`src/pkg/tecnt_pkg.sv`:
```
// shared constants for the t1/e1 receive error counters
package tecnt_pkg;
	// register indices; byte address is four times the index
	localparam logic [7:0] IDX_LINE_MODE = 8'h40;
	localparam logic [7:0] IDX_ERR_CFG = 8'h41;
	localparam logic [7:0] IDX_LVC_HIGH = 8'h42;
	localparam logic [7:0] IDX_LVC_LOW = 8'h43;
	localparam logic [7:0] IDX_PVC_HIGH = 8'h44;
	localparam logic [7:0] IDX_PVC_LOW = 8'h45;
	localparam logic [7:0] IDX_FOS_HIGH = 8'h46;
	localparam logic [7:0] IDX_FOS_LOW = 8'h47;
	localparam int ADDR_W = 12;
	localparam int IDX_LSB = 2;
	localparam int IDX_W = 8;
	// error counter config fields
	localparam int CFG_EXCESS_ZERO = 0;
	localparam int CFG_MF_OR_FBIT = 1;
	localparam int CFG_FS_REPORT = 2;
	localparam int CFG_CODE_VIOL = 3;
	localparam int CFG_ACCUM_MODE = 4;
	localparam int CFG_FAST_UPDATE = 5;
	localparam int CFG_MANUAL_TRIG = 6;
	localparam logic [7:0] CFG_WR_MASK = 8'h7f;
	localparam logic [7:0] CFG_RESET = 8'h00;
	// line mode fields
	localparam int MODE_E1 = 0;
	localparam int MODE_ESF = 1;
	localparam int MODE_B8ZS = 2;
	localparam int MODE_HDB3 = 3;
	localparam logic [7:0] MODE_WR_MASK = 8'h0f;
	localparam logic [7:0] MODE_RESET = 8'h00;
	// counting
	localparam int CNT_W = 16;
	localparam logic [15:0] CNT_MAX = 16'hffff;
	localparam logic [15:0] CNT_RESET = 16'h0000;
	localparam logic [4:0] ZERO_RUN_T1 = 5'h10;
	localparam logic [4:0] ZERO_RUN_B8ZS = 5'h08;
	localparam logic [4:0] ZERO_RUN_RESET = 5'h00;
	localparam logic [13:0] FRAMES_PER_SECOND = 14'h1f40;
	localparam logic [13:0] FRAMES_FAST_T1 = 14'h014d;
	localparam logic [13:0] FRAMES_FAST_E1 = 14'h01f4;
	localparam logic [13:0] FRAMES_RESET = 14'h0000;
	// axi responses
	localparam logic [1:0] RESP_OKAY = 2'h0;
	localparam logic [1:0] RESP_SLVERR = 2'h2;
	typedef enum logic [1:0] {
		CH_IDLE = 2'b01,
		CH_RESP = 2'b10
	} tecnt_chan_e;
endpackage

```
`src/tecnt_top.sv`:
```
// t1/e1 receive error counters with axi4-lite register access
//
// What this block does
// - t1 uncoded: count bipolar violations, plus 16-zero runs when selected.
// - t1 b8zs: skip valid codewords; count 8-zero runs when selected.
// - t1 line violation counting never stops on receive sync loss.
// - e1 line counter: bipolar violations when select is 0, code violations when 1.
// - e1 bipolar mode: same-polarity marks count; hdb3 codewords excluded.
// - e1 code violation: two successive violations of one polarity.
// - e1 line counter ignores sync loss and saturates at 65535.
// - line count high byte at 42h, low byte at 43h.
// - t1 esf: path counter counts crc6 errors.
// - t1 d4: path counter counts ft errors, and fs errors when enabled.
// - t1 path counter halts while receive sync is lost.
// - e1 path counter counts crc4 errors, halts on fas or crc4 loss only.
// - path count high byte at 44h, low byte at 45h.
// - t1 multiframe mode counts out-of-sync multiframes, only while receive sync is lost.
// - t1 f-bit mode counts ft or fps errors, halts on sync loss.
// - e1 counts fas word errors, halts while receive sync lost.
// - e1 ignores fas errors during fas, cas or crc4 searching.
// - frames count high byte at 46h, low byte at 47h.
// - auto update each second, or 333/500 frames when fast.
// - manual trigger rising edge updates next clock; software waits before reading.
// - every counter saturates at its maximum value.
//
// Our own choice: the AXI4-Lite slave port.
`timescale 1ns/1ps
module tecnt_top (
	// clock, reset, enable
	input wire logic aclk,
	input wire logic aresetn,
	input wire logic ce,
	// axi4-lite write address
	input wire logic [11:0] s_axi_awaddr,
	input wire logic s_axi_awvalid,
	output logic s_axi_awready,
	// axi4-lite write data
	input wire logic [31:0] s_axi_wdata,
	input wire logic [3:0] s_axi_wstrb,
	input wire logic s_axi_wvalid,
	output logic s_axi_wready,
	// axi4-lite write response
	output logic [1:0] s_axi_bresp,
	output logic s_axi_bvalid,
	input wire logic s_axi_bready,
	// axi4-lite read address
	input wire logic [11:0] s_axi_araddr,
	input wire logic s_axi_arvalid,
	output logic s_axi_arready,
	// axi4-lite read data
	output logic [31:0] s_axi_rdata,
	output logic [1:0] s_axi_rresp,
	output logic s_axi_rvalid,
	input wire logic s_axi_rready,
	// line decoder strobes
	input wire logic rx_bit_valid,
	input wire logic rx_bit_mark,
	input wire logic bpv_strobe,
	input wire logic bpv_positive,
	input wire logic codeword_strobe,
	// framer strobes
	input wire logic frame_tick,
	input wire logic multiframe_tick,
	input wire logic crc_error_strobe,
	input wire logic ft_error_strobe,
	input wire logic fs_error_strobe,
	input wire logic fps_error_strobe,
	input wire logic fas_error_strobe,
	// framer sync state
	input wire logic receive_sync_lost_flag,
	input wire logic fas_sync_lost,
	input wire logic crc4_sync_lost,
	input wire logic frame_search_active,
	// update indication
	output logic counts_updated
);
	tecnt_pkg::tecnt_chan_e wr_state_q;
	tecnt_pkg::tecnt_chan_e rd_state_q;
	logic [7:0] error_counter_config_q;
	logic [7:0] line_mode_q;
	logic [1:0] bresp_q;
	logic [1:0] rresp_q;
	logic [31:0] rdata_q;
	logic [7:0] wr_idx;
	logic [7:0] rd_idx;
	logic wr_fire;
	logic rd_fire;
	logic wr_lane0;
	logic e1_mode;
	logic esf_mode;
	logic b8zs_on;
	logic hdb3_on;
	logic [4:0] zero_run_q;
	logic [4:0] zero_limit;
	logic excess_zero_event;
	logic last_bpv_pos_q;
	logic bpv_seen_q;
	logic code_viol_event;
	logic t1_bpv_counted;
	logic e1_bpv_counted;
	logic lvc_inc;
	logic pvc_inc;
	logic fos_inc;
	logic update;
	logic [15:0] lvc_snap;
	logic [15:0] pvc_snap;
	logic [15:0] fos_snap;

	assign e1_mode = line_mode_q[tecnt_pkg::MODE_E1];
	assign esf_mode = line_mode_q[tecnt_pkg::MODE_ESF];
	assign b8zs_on = line_mode_q[tecnt_pkg::MODE_B8ZS];
	assign hdb3_on = line_mode_q[tecnt_pkg::MODE_HDB3];

	// excessive zero detection; a long run is counted once, when it reaches the limit
	assign zero_limit = b8zs_on ? tecnt_pkg::ZERO_RUN_B8ZS : tecnt_pkg::ZERO_RUN_T1;
	assign excess_zero_event = rx_bit_valid && !rx_bit_mark
		&& (zero_run_q == zero_limit - 5'h01);

	always_ff @(posedge aclk)
	begin
		if (!aresetn)
			zero_run_q <= tecnt_pkg::ZERO_RUN_RESET;
		else if (ce && rx_bit_valid)
		begin
			if (rx_bit_mark)
				zero_run_q <= tecnt_pkg::ZERO_RUN_RESET;
			else if (zero_run_q < zero_limit)
				zero_run_q <= zero_run_q + 5'h01;
		end
	end

	// polarity of the previous violation, raw, so hdb3 substitutions still take part
	always_ff @(posedge aclk)
	begin
		if (!aresetn)
		begin
			last_bpv_pos_q <= 1'b0;
			bpv_seen_q <= 1'b0;
		end
		else if (ce && bpv_strobe)
		begin
			last_bpv_pos_q <= bpv_positive;
			bpv_seen_q <= 1'b1;
		end
	end

	assign code_viol_event = bpv_strobe && bpv_seen_q && (bpv_positive == last_bpv_pos_q);
	assign t1_bpv_counted = bpv_strobe && !(b8zs_on && codeword_strobe);
	assign e1_bpv_counted = bpv_strobe && !(hdb3_on && codeword_strobe);

	// line violations are never gated by sync state
	always_comb
	begin
		if (e1_mode)
		begin
			if (error_counter_config_q[tecnt_pkg::CFG_CODE_VIOL])
				lvc_inc = code_viol_event;
			else
				lvc_inc = e1_bpv_counted;
		end
		else
		begin
			lvc_inc = t1_bpv_counted
				|| (error_counter_config_q[tecnt_pkg::CFG_EXCESS_ZERO] && excess_zero_event);
		end
	end

	// path violations
	always_comb
	begin
		if (e1_mode)
			pvc_inc = crc_error_strobe && !fas_sync_lost && !crc4_sync_lost;
		else if (receive_sync_lost_flag)
			pvc_inc = 1'b0;
		else if (esf_mode)
			pvc_inc = crc_error_strobe;
		else
			pvc_inc = ft_error_strobe
				|| (error_counter_config_q[tecnt_pkg::CFG_FS_REPORT] && fs_error_strobe);
	end

	// frames out of sync
	always_comb
	begin
		if (e1_mode)
			fos_inc = fas_error_strobe && !receive_sync_lost_flag && !frame_search_active;
		else if (error_counter_config_q[tecnt_pkg::CFG_MF_OR_FBIT])
			fos_inc = multiframe_tick && receive_sync_lost_flag;
		else if (receive_sync_lost_flag)
			fos_inc = 1'b0;
		else
			fos_inc = esf_mode ? fps_error_strobe : ft_error_strobe;
	end

	tecnt_update_ctrl u_update (
		.aclk(aclk),
		.aresetn(aresetn),
		.ce(ce),
		.e1_mode(e1_mode),
		.fast_update(error_counter_config_q[tecnt_pkg::CFG_FAST_UPDATE]),
		.manual_mode(error_counter_config_q[tecnt_pkg::CFG_ACCUM_MODE]),
		.manual_trigger(error_counter_config_q[tecnt_pkg::CFG_MANUAL_TRIG]),
		.frame_tick(frame_tick),
		.update_q(update)
	);

	assign counts_updated = update;

	tecnt_sat_counter u_lvc (
		.aclk(aclk),
		.aresetn(aresetn),
		.ce(ce),
		.inc(lvc_inc),
		.update(update),
		.snapshot_q(lvc_snap)
	);

	tecnt_sat_counter u_pvc (
		.aclk(aclk),
		.aresetn(aresetn),
		.ce(ce),
		.inc(pvc_inc),
		.update(update),
		.snapshot_q(pvc_snap)
	);

	tecnt_sat_counter u_fos (
		.aclk(aclk),
		.aresetn(aresetn),
		.ce(ce),
		.inc(fos_inc),
		.update(update),
		.snapshot_q(fos_snap)
	);

	// write channel: address and data are taken together in one cycle
	assign wr_idx = s_axi_awaddr[tecnt_pkg::IDX_LSB +: tecnt_pkg::IDX_W];
	assign wr_fire = ce && (wr_state_q == tecnt_pkg::CH_IDLE) && s_axi_awvalid && s_axi_wvalid;
	assign s_axi_awready = wr_fire;
	assign s_axi_wready = wr_fire;
	assign wr_lane0 = s_axi_wstrb[0];
	assign s_axi_bvalid = (wr_state_q == tecnt_pkg::CH_RESP);
	assign s_axi_bresp = bresp_q;

	always_ff @(posedge aclk)
	begin
		if (!aresetn)
			wr_state_q <= tecnt_pkg::CH_IDLE;
		else if (ce)
		begin
			case (wr_state_q)
				tecnt_pkg::CH_IDLE:
					if (wr_fire)
						wr_state_q <= tecnt_pkg::CH_RESP;
				tecnt_pkg::CH_RESP:
					if (s_axi_bready)
						wr_state_q <= tecnt_pkg::CH_IDLE;
				default:
					wr_state_q <= tecnt_pkg::CH_IDLE;
			endcase
		end
	end

	// count registers accept writes without effect; unmapped addresses error
	always_ff @(posedge aclk)
	begin
		if (!aresetn)
			bresp_q <= tecnt_pkg::RESP_OKAY;
		else if (wr_fire)
		begin
			if (s_axi_awaddr[1:0] == 2'h0 && wr_idx >= tecnt_pkg::IDX_LINE_MODE
				&& wr_idx <= tecnt_pkg::IDX_FOS_LOW)
				bresp_q <= tecnt_pkg::RESP_OKAY;
			else
				bresp_q <= tecnt_pkg::RESP_SLVERR;
		end
	end

	always_ff @(posedge aclk)
	begin
		if (!aresetn)
			error_counter_config_q <= tecnt_pkg::CFG_RESET;
		else if (wr_fire && wr_lane0 && s_axi_awaddr[1:0] == 2'h0
			&& wr_idx == tecnt_pkg::IDX_ERR_CFG)
			error_counter_config_q <= s_axi_wdata[7:0] & tecnt_pkg::CFG_WR_MASK;
	end

	always_ff @(posedge aclk)
	begin
		if (!aresetn)
			line_mode_q <= tecnt_pkg::MODE_RESET;
		else if (wr_fire && wr_lane0 && s_axi_awaddr[1:0] == 2'h0
			&& wr_idx == tecnt_pkg::IDX_LINE_MODE)
			line_mode_q <= s_axi_wdata[7:0] & tecnt_pkg::MODE_WR_MASK;
	end

	// read channel: one cycle from address to data
	assign rd_idx = s_axi_araddr[tecnt_pkg::IDX_LSB +: tecnt_pkg::IDX_W];
	assign rd_fire = ce && (rd_state_q == tecnt_pkg::CH_IDLE) && s_axi_arvalid;
	assign s_axi_arready = rd_fire;
	assign s_axi_rvalid = (rd_state_q == tecnt_pkg::CH_RESP);
	assign s_axi_rdata = rdata_q;
	assign s_axi_rresp = rresp_q;

	always_ff @(posedge aclk)
	begin
		if (!aresetn)
			rd_state_q <= tecnt_pkg::CH_IDLE;
		else if (ce)
		begin
			case (rd_state_q)
				tecnt_pkg::CH_IDLE:
					if (rd_fire)
						rd_state_q <= tecnt_pkg::CH_RESP;
				tecnt_pkg::CH_RESP:
					if (s_axi_rready)
						rd_state_q <= tecnt_pkg::CH_IDLE;
				default:
					rd_state_q <= tecnt_pkg::CH_IDLE;
			endcase
		end
	end

	// reads only look at snapshots, the running counters are left alone
	always_ff @(posedge aclk)
	begin
		if (!aresetn)
		begin
			rdata_q <= 32'h00000000;
			rresp_q <= tecnt_pkg::RESP_OKAY;
		end
		else if (rd_fire)
		begin
			rresp_q <= tecnt_pkg::RESP_OKAY;
			rdata_q <= 32'h00000000;
			if (s_axi_araddr[1:0] != 2'h0)
				rresp_q <= tecnt_pkg::RESP_SLVERR;
			else
			begin
				case (rd_idx)
					tecnt_pkg::IDX_LINE_MODE:
						rdata_q[7:0] <= line_mode_q;
					tecnt_pkg::IDX_ERR_CFG:
						rdata_q[7:0] <= error_counter_config_q;
					tecnt_pkg::IDX_LVC_HIGH:
						rdata_q[7:0] <= lvc_snap[15:8];
					tecnt_pkg::IDX_LVC_LOW:
						rdata_q[7:0] <= lvc_snap[7:0];
					tecnt_pkg::IDX_PVC_HIGH:
						rdata_q[7:0] <= pvc_snap[15:8];
					tecnt_pkg::IDX_PVC_LOW:
						rdata_q[7:0] <= pvc_snap[7:0];
					tecnt_pkg::IDX_FOS_HIGH:
						rdata_q[7:0] <= fos_snap[15:8];
					tecnt_pkg::IDX_FOS_LOW:
						rdata_q[7:0] <= fos_snap[7:0];
					default:
						rresp_q <= tecnt_pkg::RESP_SLVERR;
				endcase
			end
		end
	end
endmodule

```
`src/tecnt_sat_counter.sv`:
```
// saturating 16-bit event counter with snapshot register
`timescale 1ns/1ps
module tecnt_sat_counter (
	// clock and reset
	input wire logic aclk,
	input wire logic aresetn,
	input wire logic ce,
	// control
	input wire logic inc,
	input wire logic update,
	// snapshot
	output logic [15:0] snapshot_q
);
	logic [15:0] count_q;

	// an event in the update cycle starts the new interval, so none is lost
	always_ff @(posedge aclk)
	begin
		if (!aresetn)
			count_q <= tecnt_pkg::CNT_RESET;
		else if (ce)
		begin
			if (update)
				count_q <= inc ? 16'h0001 : tecnt_pkg::CNT_RESET;
			else if (inc && count_q != tecnt_pkg::CNT_MAX)
				count_q <= count_q + 16'h0001;
		end
	end

	always_ff @(posedge aclk)
	begin
		if (!aresetn)
			snapshot_q <= tecnt_pkg::CNT_RESET;
		else if (ce && update)
			snapshot_q <= count_q;
	end
endmodule

```
`src/tecnt_update_ctrl.sv`:
```
// periodic or manual update strobe for the error counters
`timescale 1ns/1ps
module tecnt_update_ctrl (
	// clock and reset
	input wire logic aclk,
	input wire logic aresetn,
	input wire logic ce,
	// configuration
	input wire logic e1_mode,
	input wire logic fast_update,
	input wire logic manual_mode,
	input wire logic manual_trigger,
	// framer timing
	input wire logic frame_tick,
	// result
	output logic update_q
);
	logic [13:0] frames_q;
	logic [13:0] limit;
	logic trig_prev_q;
	logic auto_hit;

	always_comb
	begin
		if (!fast_update)
			limit = tecnt_pkg::FRAMES_PER_SECOND;
		else if (e1_mode)
			limit = tecnt_pkg::FRAMES_FAST_E1;
		else
			limit = tecnt_pkg::FRAMES_FAST_T1;
	end

	assign auto_hit = frame_tick && (frames_q >= limit - 14'h0001);

	always_ff @(posedge aclk)
	begin
		if (!aresetn)
			frames_q <= tecnt_pkg::FRAMES_RESET;
		else if (ce && frame_tick)
			frames_q <= auto_hit ? tecnt_pkg::FRAMES_RESET : frames_q + 14'h0001;
	end

	always_ff @(posedge aclk)
	begin
		if (!aresetn)
			trig_prev_q <= 1'b0;
		else if (ce)
			trig_prev_q <= manual_trigger;
	end

	// manual rising edge gives the update on the following clock
	always_ff @(posedge aclk)
	begin
		if (!aresetn)
			update_q <= 1'b0;
		else if (ce)
			update_q <= manual_mode ? (manual_trigger && !trig_prev_q) : auto_hit;
	end
endmodule

```
`config.mk`:
```
export PLATFORM = sky130hd
export DESIGN_NAME = tecnt_top
export DESIGN_NICKNAME = d
export VERILOG_FILES = /design/src/pkg/tecnt_pkg.sv /design/src/tecnt_top.sv /design/src/tecnt_sat_counter.sv /design/src/tecnt_update_ctrl.sv
export SDC_FILE = /design/constraint.sdc
export NUM_CORES = 1
export LEC_CHECK = 0
export BUFFER_PORTS_ARGS = -buffer_cell sky130_fd_sc_hd__buf_2
export CAP_MARGIN = 15
export CORE_MARGIN = 2
export CORE_UTILIZATION = 40
export DETAILED_ROUTE_END_ITERATION = 7
export PLACE_DENSITY = 0.68
export SLEW_MARGIN = 20
export SYNTH_ARGS = -nofsm -noshare
export SYNTH_HDL_FRONTEND = slang
export SYNTH_SLANG_ARGS = --single-unit
```
`constraint.sdc`:
```
create_clock -name aclk -period 6.27 [get_ports aclk]
set_clock_uncertainty 0.2 [all_clocks]
set_input_delay 0 -clock aclk [delete_from_list [all_inputs] [get_ports aclk]]
set_output_delay 0 -clock aclk [all_outputs]
set_load 0.1 [all_outputs]
```
### Yosys cells after proc, flatten, opt, wreduce, memory -nomap -nowiden

Cells that the tools add are included.

| cells by class | value |
|---|---|
| order comparisons | 4 |
| add/sub/neg operators | 7 |
| muxes and demuxes | 36 |
| eq/ne operators | 23 |
| reductions and logical operators | 58 |

Operators by type and width:

| kind | number |
|---|---|
| two-way mux 16 bit | 6 |
| equality test 8 x 7 -> 1 bit, second input constant | 10 |
| one-hot mux 8 bit (8 select lines) | 1 |
| adder 16 x 1 -> 16 bit, second input constant | 3 |
| inequality test 16 bit, second input constant | 3 |
| logical AND 1 bit | 35 |
| two-way mux 14 bit | 2 |
| two-way mux 8 bit | 2 |
| two-way mux 5 bit | 3 |
| adder 14 x 1 -> 14 bit, second input constant | 1 |
| greater-or-equal comparator 14 bit | 1 |
| two-way mux 2 bit | 7 |
| subtractor 14 x 1 -> 14 bit, second input constant | 1 |
| two-way mux 1 bit | 13 |
| nonzero test 2 bit | 5 |
| greater-or-equal comparator 8 x 7 -> 1 bit, second input constant | 1 |
| less-or-equal comparator 8 x 7 -> 1 bit, second input constant | 1 |
| zero test 1 bit | 8 |
| one-hot mux 2 bit (2 select lines) | 2 |
| AND reduction 2 bit | 4 |
| OR reduction 8 bit | 1 |
| AND reduction 3 bit | 2 |
| adder 5 x 1 -> 5 bit, second input constant | 1 |
| equality test 5 bit | 1 |
| 9 further kinds | 14 |

| word-level totals | value |
|---|---|
| word-level logic and storage cells | 147 |
| output and inout port bits | 42 |
| register bits after elaboration | 146 |
| input bits | 84 |

### Longest topological paths before layout

Gate-level depths: netlist of the first run.

| logic depth | value |
|---|---|
| depth in word-level cells | 10 |
| gate-level depth with buffers | 12 |
| mapped depth without buffers | 10 |

### Modules after synthesis

A second synthesis of the first run with hierarchy kept.

| second synthesis, totals | value |
|---|---|
| cells, all modules | 961 |
| area, all modules | 7,787.5 sq um |

By module, submodules not included:

| module | cells each | area an instance (sq um) | sequential area each (sq um) | times used |
|---|---|---|---|---|
| tecnt_sat_counter | 187 | 1,468.9 | 640.6 | 3 |
| tecnt_top | 271 | 2,259.7 | 640.6 | 1 |
| tecnt_update_ctrl | 129 | 1,121.1 | 320.3 | 1 |

### Worst setup path after synthesis of the first run

Ideal clock, no wire load.

| timing path | value |
|---|---|
| kind | flip-flop to flip-flop |
| start point | register wr_state_q[1] |
| end point | register error_counter_config_q[2] |
| library setup time | 0.128 ns |
| data required time | 5.942 ns |
| data arrival time | 2.991 ns |
| stages on the path, launching flop included | 6 |
| path buffers | 0 |
| setup slack | 2.952 ns |
| clock period less this slack | 3.318 ns |
| path through | dfxtp_1 nand4b_1 nor2_1 nand4_1 mux2i_1 nor2_1 |

| on the way | value |
|---|---|
| cells in the longest elaborated chain, start to end | 7 |

RTL lines:

| what | RTL line | source |
|---|---|---|
| from (decl) | tecnt_top.sv:77 | `tecnt_pkg::tecnt_chan_e wr_state_q;` |
| from (signal assigned) | tecnt_top.sv:248 | `wr_state_q <= tecnt_pkg::CH_IDLE;` |
| from (signal assigned) | tecnt_top.sv:254 | `wr_state_q <= tecnt_pkg::CH_RESP;` |
| from (signal assigned) | tecnt_top.sv:257 | `wr_state_q <= tecnt_pkg::CH_IDLE;` |
| equality test 2 x 1 -> 1 bit | tecnt_top.sv:238 | `assign wr_fire = ce && (wr_state_q == tecnt_pkg::CH_IDLE) && s_axi_awvalid && s_axi_wvalid;` |
| logical AND 1 bit (3 in a row) | tecnt_top.sv:238 |  |
| named net s_axi_awready | tecnt_top.sv:36 | `output logic s_axi_awready,` |
| logical AND 1 bit (2 in a row) | tecnt_top.sv:283 | `else if (wr_fire && wr_lane0 && s_axi_awaddr[1:0] == 2'h0` |
| logical AND 1 bit | tecnt_top.sv:284 | `&& wr_idx == tecnt_pkg::IDX_ERR_CFG)` |
| to (signal assigned) | tecnt_top.sv:282 | `error_counter_config_q <= tecnt_pkg::CFG_RESET;` |
| to (signal assigned) | tecnt_top.sv:285 | `error_counter_config_q <= s_axi_wdata[7:0] & tecnt_pkg::CFG_WR_MASK;` |
| to (decl) | tecnt_top.sv:79 | `logic [7:0] error_counter_config_q;` |

The timed path passes the listed nets, and every way through them passes these cells.
A chain may end at the register's enable or synchronous reset.

### Final worst setup path of the first run

| timing path | value |
|---|---|
| start point | register line_mode_q[0] |
| end point | register u_update.update_q |

| on the way | value |
|---|---|
| cells in the longest elaborated chain, start to end | 6 |

RTL lines:

| what | RTL line | source |
|---|---|---|
| from (decl) | tecnt_top.sv:80 | `logic [7:0] line_mode_q;` |
| from (signal assigned) | tecnt_top.sv:291 | `line_mode_q <= tecnt_pkg::MODE_RESET;` |
| from (signal assigned) | tecnt_top.sv:294 | `line_mode_q <= s_axi_wdata[7:0] & tecnt_pkg::MODE_WR_MASK;` |
| two-way mux 8 bit | tecnt_update_ctrl.sv:27 | `else if (e1_mode)` |
| two-way mux 14 bit | tecnt_update_ctrl.sv:25 | `if (!fast_update)` |
| subtractor 14 x 1 -> 14 bit | tecnt_update_ctrl.sv:33 | `assign auto_hit = frame_tick && (frames_q >= limit - 14'h0001);` |
| greater-or-equal comparator 14 bit | tecnt_update_ctrl.sv:33 |  |
| logical AND 1 bit | tecnt_update_ctrl.sv:33 |  |
| two-way mux 1 bit | tecnt_update_ctrl.sv:57 | `update_q <= manual_mode ? (manual_trigger && !trig_prev_q) : auto_hit;` |
| to (signal assigned) | tecnt_update_ctrl.sv:57 |  |
| to (decl) | tecnt_update_ctrl.sv:16 | `output logic update_q` |

Every way passes these cells.

==> results of run 1 <==
final timing paths:
path | startpoint | to | slack (ps) | depth (start not counted)
worst max-delay path | line_mode_q[0]$_SDFFE_PN0P_ | u_update.update_q$_SDFFE_PN0P_ | 2960 | 10
worst max register to register | line_mode_q[0]$_SDFFE_PN0P_ | u_update.update_q$_SDFFE_PN0P_ | 2960 | 10
worst min-delay path | s_axi_arvalid | s_axi_rdata[2]$_SDFFE_PN0P_ | 50 | 5
worst min register to register | s_axi_rdata[6]$_SDFFE_PN0P_ | s_axi_rdata[6]$_SDFFE_PN0P_ | 250 | 2
tightest hold or removal path, cell delays in order:
cell     delay, ps
buf_2          100
nand2_1         50
or3_1          310
nand3_1        110
o21ai_0         60
Yosys cell counts, types with 4 or more instances:
| cell | count |
|---|---|
| ha_1 | 19 |
| nand2b_1 | 6 |
| a21oi_1 | 90 |
| nor3_1 | 9 |
| mux4_2 | 7 |
| buf_2 | 6 |
| xor2_1 | 10 |
| nor4_1 | 4 |
| nor2_1 | 72 |
| dfxtp_1 | 144 |
| o21ai_0 | 47 |
| and2_1 | 10 |
| a31oi_1 | 21 |
| nor2b_1 | 9 |
| or3_1 | 8 |
| inv_1 | 23 |
| mux2i_1 | 20 |
| o211ai_1 | 6 |
| buf_4 | 27 |
| mux2_2 | 4 |
| xnor2_1 | 6 |
| o21a_1 | 5 |
| nand4_1 | 28 |
| and4_1 | 4 |
| o41ai_1 | 4 |
| nand2_1 | 163 |
| a21o_1 | 6 |
| nand3_1 | 43 |
| clkbuf_1 | 40 |
| and3_1 | 7 |
| a41oi_1 | 11 |
| buf_1 | 8 |
| nand3b_1 | 6 |
sequential cells by signal, indices dropped and copies added, names as in the netlist:
register / flops
error_counter_config_q: 7
u_update.trig_prev_q: 1
s_axi_rdata: 8
u_update.update_q: 1
u_lvc.snapshot_q: 16
u_fos.snapshot_q: 16
rd_state_q: 2
u_pvc.snapshot_q: 16
last_bpv_pos_q: 1
line_mode_q: 4
s_axi_rresp: 1
wr_state_q: 2
s_axi_bresp: 1
u_fos.count_q: 16
bpv_seen_q: 1
u_update.frames_q: 14
u_lvc.count_q: 16
zero_run_q: 5
u_pvc.count_q: 16
cell type report:
| type | count | area, sq um | share of cell area, % |
|---|---|---|---|
| multi-input cells | 710 | 4180 | 47.2 |
| flip-flops and latches | 144 | 2880 | 32.5 |
| repair buffers | 113 | 778 | 8.78 |
| clock buffers | 22 | 494 | 5.57 |
| well taps | 229 | 287 | 3.23 |
| clock inverters | 10 | 155 | 1.75 |
| inverters | 23 | 86.3 | 0.974 |
kinds of logic (layout without fill, tap and decap cells):
| family | Yosys count | count (layout) | share of synthesized area (%) |
|---|---|---|---|
| AOI/OAI and AO/OA | 229 | 229 | 19.0 |
| xor gates and xnor gates | 16 | 16 | 1.88 |
| adders and majority gates | 19 | 19 | 3.19 |
| buffers and inverters | 105 | 168 | 6.84 |
| DFF | 144 | 144 | 38.6 |
| muxes | 31 | 31 | 5.40 |
| other | 1 | 26 | 0.0503 |
| and+or+nand+nor | 389 | 389 | 25.0 |
power by group through the flow:
stage	sequential, mW	clock, mW	combinational (mW)
6_report	0.926	1.10	0.229
5_1_grt	0.927	1.16	0.241
4_1_cts	0.926	1.12	0.226
3_3_place_gp	0.946	0	0.209
2_1_floorplan	0.953	0	0.164
3_5_place_dp	0.946	0	0.210
stage by stage:
stage          total power, mW  instances
2_1_floorplan             1.12        959
3_3_place_gp              1.16       1180
3_5_place_dp              1.16       1180
4_1_cts                   2.27       1251
5_1_grt                   2.33       1251
6_report                  2.26       1251
metal layers:
layer  share of wire (%)  up-vias
li1                    -     3453
met1                  46     3391
met2                  46      261
met3                 6.7       19
met4                 1.4        0
met5                   0        -
==> results.ini, run 1 <==
[outcome]
outcome = complete, no violations

[synth]
synth-edff-count = 0
async_flop_share_pct = 0
syn-cell-area_sq_um = 7460
synthTopCellsByArea = dfxtp_1, nand2_1, a21oi_1, nor2_1, ha_1
syn_inst = 934
synth_seq_cells = 144
synth_top_area_share_pct = 38.6
ys.flop_type = dfxtp_1
yosys_warnings = 0
avgSynthCellArea_sq_um = 7.99
yosysSeqAreaShare_pct = 38.6
yosys.area.top_type = dfxtp_1
ys_types = 69

[cells_and_area]
final_area_sq_um = 8870
fillers = 1746
final_cell_mix = nand2_1, dfxtp_1, a21oi_1, nor2_1, buf_2
nets = 1112
syn_to_final_growth_pct = 18.8
final_layout_size_suffix_gt1_share_pct = 12.8
antenna_cells = 0
fin_util_pct = 48.9
mostFrequentLayoutCell = nand2_1

[clock_network]
clkTransAtPathRegs_ps = 60
clkLatencyLatePin_ps = 420
clock-root-buffer = clkbuf_16
clkSinkCount = 144
cts_resized = 0
htreeDepth = 4
tritoncts = done
cts_setup_buffers = 0
cts.path.max_buffers = 2
cts_buffers = 17
cts_hold_buffers = 39

[global_route]
grt_pass1_vias = 6341
grt_usage_pct = 21.3
grt_pass1_wl_um = 33800
grt_start_max_net_pins = 75
top_usage_layer = met2
met2_usage_pct = 34.1
antenna_found_initial = 0
use_met3_pct = 4.89
grt_use_met1_pct = 29.1
grt_overflow = 0

[worst_setup_path]
cp.arrival_ps = 3410
cpLargestDelayFamily = compound AO/OA/AOI/OAI gates
crit_path_frequent_cell = inv_1
crit_type = flip-flop to flip-flop
slowest_delay_ps = 630
cp-start-kind = flip-flop
slowest_stage = dfxtp_1
cp.required_ps = 6370
crit_path_end_kind = flip-flop
crit_buf_inv = 3
path_cells = inv_1 -> nor2_1 -> inv_1 -> ha_1 -> a21o_1 -> a2111o_1 -> a41o_1 -> nand3b_1 -> a31oi_1 -> dlygate4sd3_1
crit_fanout = 11

[route]
first_iter_violations = 832
ant_nets = 0
num_vias = 7124
first_pass_iters = 5
drc_errors = 0
wl_per_cell_um = 17.0
routed_via_density = 5.69
drt_wl_total_um = 21300

[pwr]
power_density_nw_per_um2 = 255
p_sw_share_pct = 25.2
power.switching_mw = 0.570
ir_worst_vdd_v = 0.000162
p_int_mw = 1.69
p_comb_share_pct = 10.2
leakage_nw = 3.33
p_clk_share_pct = 48.8
seq_power_share_pct = 41.0

[floorplan]
die_y_um = 141
die_w_um = 141
initial_core_util_pct = 41.1
core_sq_um = 18100
die_area_sq_um = 19800
rows = 49
pin_count = 126

[sta]
finalCriticalPeriod_ps = 3310
rsz0062_at_grt = no
tns_ps = 0
finalCritPeriodShare_pct = 52.8
worst_pin_slew_ps = 1030
clock.fmax_mhz = 302
finalHoldViolCount = 0
finalMaxSlewViolations = 0
slew_headroom_pct = 31.0
setup_ws_ps = 2960
setup_viol = 0
fin_hold_ws_ps = 47.7

[placed_design]
dpl.hpwl_um = 13900
routabilityCongestion = 0.876
dpl-instance-area_sq_um = 7820
port-buffer-count = 67
pre_cts_ws_ps = 3240

[job]
maxCapViolations = 0

[hold_path]
hp-class = input pin to flip-flop

No activity file was read; power rests on OpenSTA's default activity.
==> inputs of run 2 (changes only) <==
--- a/config.mk
+++ b/config.mk
@@ -5,12 +5,13 @@
 export SDC_FILE = /design/constraint.sdc
 export NUM_CORES = 1
 export LEC_CHECK = 0
+export ABC_AREA = 1
 export BUFFER_PORTS_ARGS = -buffer_cell sky130_fd_sc_hd__buf_2
 export CAP_MARGIN = 15
 export CORE_MARGIN = 2
 export CORE_UTILIZATION = 40
 export DETAILED_ROUTE_END_ITERATION = 7
-export PLACE_DENSITY = 0.68
+export PLACE_DENSITY = 0.7
 export SLEW_MARGIN = 20
 export SYNTH_ARGS = -nofsm -noshare
 export SYNTH_HDL_FRONTEND = slang
==> constraint.sdc (replaced) <==
create_clock -name aclk -period 2.8 [get_ports aclk]
set_clock_uncertainty 0.2 [all_clocks]
set_input_delay 0 -clock aclk [delete_from_list [all_inputs] [get_ports aclk]]
set_output_delay 0 -clock aclk [all_outputs]
set_load 0.1 [all_outputs]
==> run 2 against run 1 <==
Against the previous run:
- the run now ends with negative hold slack left
- flip-flop and latch count is the same
- largest cell class unchanged
- global-route usage shrank 1.2 points
- count of clock-buffer cells in the layout fell by 5
- critical path type unchanged
- register-to-register slack got worse by 2900 ps
- largest power group unchanged
- fmax increased by 21%
- total power up 130%
- final cell count is 31% higher
==> results.ini, run 2 <==
[outcome]
outcome = finished, violations left  ; was complete, no violations
violations = negative hold slack

[route]
first_iter_violations = 561  ; was 832
routed_via_density = 5.04  ; was 5.69
drt_wl_total_um = 21700  ; was 21300 um
ant_nets = 0  ; unchanged
first_pass_iters = 5  ; unchanged
wl_per_cell_um = 13.3  ; was 17.0 um
drc_errors = 0  ; unchanged
num_vias = 8248  ; was 7124

[synth]
yosysSeqAreaShare_pct = 35.4  ; was 38.6%
ys.flop_type = dfxtp_1  ; unchanged
yosys-top-cells-count = nand2_1, nor2_1, dfxtp_1, nand3_1, inv_1  ; was nand2_1, dfxtp_1, a21oi_1, nor2_1, o21ai_0
yosys.area.top_type = dfxtp_1  ; unchanged
async_flop_share_pct = 0  ; unchanged
syn_inst = 1260  ; was 934
syn-cell-area_sq_um = 8130  ; was 7460 sq um
avgSynthCellArea_sq_um = 6.45  ; was 7.99 sq um
yosys_warnings = 0  ; unchanged
synth_most_common_cell = nand2_1  ; unchanged
synth-edff-count = 0  ; unchanged
synth_top_area_share_pct = 35.4  ; was 38.6%
ys_types = 41  ; was 69
synth_seq_cells = 144  ; unchanged
synthTopCellsByArea = dfxtp_1, nand2_1, nor2_1, nand3_1, a21oi_1  ; was dfxtp_1, nand2_1, a21oi_1, nor2_1, ha_1

[clock_network]
clkLatencyLatePin_ps = 430  ; was 420 ps
htreeDepth = 4  ; unchanged
tritoncts = done  ; unchanged
cts.path.max_buffers = 2  ; unchanged
clkSinkCount = 144  ; unchanged
cts_buffers = 17  ; unchanged
clock-root-buffer = clkbuf_16  ; unchanged
clkTransAtPathRegs_ps = 60  ; about the same

[cells_and_area]
final_layout_size_suffix_gt1_share_pct = 10.7  ; was 12.8%
fin_util_pct = 48.1  ; was 48.9%
mostFrequentLayoutCell = nand2_1  ; unchanged
antenna_cells = 0  ; unchanged
fillers = 1966  ; was 1746
seq_area_sq_um = 2890  ; was 2880 sq um
syn_to_final_growth_pct = 18.9  ; was 18.8%
final_cell_mix = nand2_1, nor2_1, nand3_1, dfxtp_1, inv_1  ; was nand2_1, dfxtp_1, a21oi_1, nor2_1, buf_2
multi_input_area_sq_um = 4440  ; was 4180 sq um
nets = 1458  ; was 1112

[worst_setup_path]
cp-start-kind = flip-flop  ; unchanged
cpLargestDelayFamily = buffers and inverters  ; was compound AO/OA/AOI/OAI gates
crit_path_end_kind = flip-flop  ; unchanged
cp.required_ps = 2910  ; was 6370 ps
crit_path_end = line_mode_q[3]$_SDFFE_PN0P_  ; was u_update.update_q$_SDFFE_PN0P_
crit_path_frequent_cell = dlygate4sd3_1  ; was inv_1
cp-startpoint = wr_state_q[0]$_SDFFE_PN1P_  ; was line_mode_q[0]$_SDFFE_PN0P_
rrSetupSlack_ps = 60  ; was 2960 ps
worstReg2RegStart = wr_state_q[0]$_SDFFE_PN1P_  ; was line_mode_q[0]$_SDFFE_PN0P_
slowest_stage = dlygate4sd3_1  ; was dfxtp_1
path_cells = nand3_2 -> nor3_4 -> nand2_1 -> nor2_2 -> nand2_2 -> o21ai_1 -> dlygate4sd3_1 -> nor2_1 -> dlygate4sd3_1  ; was inv_1 -> nor2_1 -> inv_1 -> ha_1 -> a21o_1 -> a2111o_1 -> a41o_1 -> nand3b_1 -> a31oi_1 -> dlygate4sd3_1
crit_fanout = 6  ; was 11
rr_worst_depth = 9  ; was 10
r2r_end = line_mode_q[3]$_SDFFE_PN0P_  ; was u_update.update_q$_SDFFE_PN0P_
slowest_delay_ps = 560  ; was 630 ps
crit_buf_inv = 2  ; was 3
path_depth = 9  ; was 10
cp.arrival_ps = 2850  ; was 3410 ps
crit_type = flip-flop to flip-flop  ; unchanged

[placed_design]
port-buffer-count = 67  ; unchanged
routabilityCongestion = 0.872  ; was 0.876
pre_cts_ws_ps = 395  ; was 3240 ps
dpl.hpwl_um = 15000  ; was 13900 um

[hold_path]
hp-class = input pin to flip-flop  ; unchanged

[pwr]
seq_power_share_pct = 42.1  ; was 41.0%
p_comb_share_pct = 12.0  ; was 10.2%
power_density_nw_per_um2 = 530  ; was 255 nW/um^2
p_clk_share_pct = 45.9  ; was 48.8%
p_int_mw = 3.68  ; was 1.69 mW
totalPowerFinal_mw = 5.13  ; was 2.26 mW
leakage_nw = 4.17  ; was 3.33 nW
ir_worst_vdd_v = 0.000379  ; was 0.000162 V
p_sw_share_pct = 28.1  ; was 25.2%
power.switching_mw = 1.44  ; was 0.570 mW

[sta]
finalCriticalPeriod_ps = 2740  ; was 3310 ps
clock.fmax_mhz = 365  ; was 302 MHz
slew_headroom_pct = 54.6  ; was 31.0%
fin_hold_ws_ps = -30.0  ; was 47.7 ps
worst_pin_slew_ps = 681  ; was 1030 ps
setup_viol = 0  ; unchanged
finalCritPeriodShare_pct = 97.8  ; was 52.8%
finalMaxSlewViolations = 0  ; unchanged
setup_ws_ps = 60.9  ; was 2960 ps
finalHoldViolCount = 1  ; was 0

[global_route]
grt_usage_pct = 20.1  ; was 21.3%
grt_overflow = 0  ; unchanged
grt_pass1_vias = 7410  ; was 6341
antenna_found_initial = 0  ; unchanged
grt_pass1_wl_um = 35400  ; was 33800 um
grt_start_max_net_pins = 62  ; was 75

[floorplan]
pin_count = 126  ; unchanged
core_sq_um = 20100  ; was 18100 sq um
die_area_sq_um = 21500  ; was 19800 sq um
initial_core_util_pct = 40.5  ; was 41.1%
die_w_um = 147  ; was 141 um
rows = 52  ; was 49
die_y_um = 147  ; was 141 um

[job]
maxCapViolations = 0  ; unchanged

run 2: timing repair:
item | 4_1_cts | 5_1_grt
gates resized for setup | 0 | 10
endpoints found under the hold margin | 61 | 1
hold buffers | 43 | 2
setup endpoints to repair | 0 | 7
setup buffers | 0 | 4
run 2: stage by stage:
step	TNS, ps	cells	instance area, sq um
after floorplan	0	1285	8230
after global placement	0	1557	8560
after detailed placement	0	1557	8560
after CTS	0	1632	9600
after global routing	-38.4	1638	9670
final	0	1638	9670
run 2: logic make-up after synthesis:
group | count (synthesis) | share of synthesized area (%)
DFF | 144 | 35.4
AOI/OAI and AO/OA | 203 | 12.7
buffers and inverters | 202 | 11.4
and+or+nand+nor | 677 | 36.0
xor gates and xnor gates | 14 | 1.51
other | 1 | 0.0461
adders and majority gates | 19 | 2.92
run 2: routing by layer:
layer / global-route usage (%) / wire length (um) / vias up
met5: 0 / 0 / -
met4: 6.99 / 364 / 0
met3: 3.66 / 1120 / 28
met2: 33.5 / 10200 / 218
met1: 26.3 / 10000 / 3752
li1: - / - / 4250
run 2: how the worst min path moves through the flow:
| stage | cells past startpoint | startpoint | slack (ps) | end |
|---|---|---|---|---|
| after detailed placement | 3 | s_axi_wdata[2] | 80 | line_mode_q[2]$_SDFFE_PN0P_ |
| after CTS | 5 | s_axi_wstrb[0] | 7 | error_counter_config_q[6]$_SDFFE_PN0P_ |
| after global routing | 7 | s_axi_awaddr[1] | 40 | line_mode_q[0]$_SDFFE_PN0P_ |
| after global placement | 3 | s_axi_wdata[4] | 80 | error_counter_config_q[4]$_SDFFE_PN0P_ |
| final | 7 | s_axi_awaddr[0] | -30 | line_mode_q[0]$_SDFFE_PN0P_ |
| after floorplan | 2 | frame_tick | -40 | u_update.update_q$_SDFFE_PN0P_ |
run 2: worst min-delay path, stage by stage:
cell     delay [ps]
buf_2            80
nor2_1           40
inv_1            70
nor2_2           50
nand2_2         120
o21ai_0          90
a21oi_1         100
run 2: layout make-up:
| type | count | area share (%) |
|---|---|---|
| Clock buffer | 17 | 4.40 |
| Clock inverter | 15 | 1.89 |
| Inverter | 122 | 4.73 |
| Multi-Input combinational cell | 939 | 45.9 |
| Sequential cell | 144 | 29.8 |
| Tap cell | 270 | 3.49 |
| Timing Repair Buffer | 131 | 9.73 |
run 2: power by group through the flow:
stage                     Combinational (mW)  Clock (mW)  Sequential, mW
after floorplan                        0.464           0            2.21
final                                  0.614        2.35            2.16
after global routing                   0.668        2.47            2.17
after global placement                 0.554           0            2.20
after detailed placement               0.560           0            2.20
after CTS                              0.601        2.38            2.16
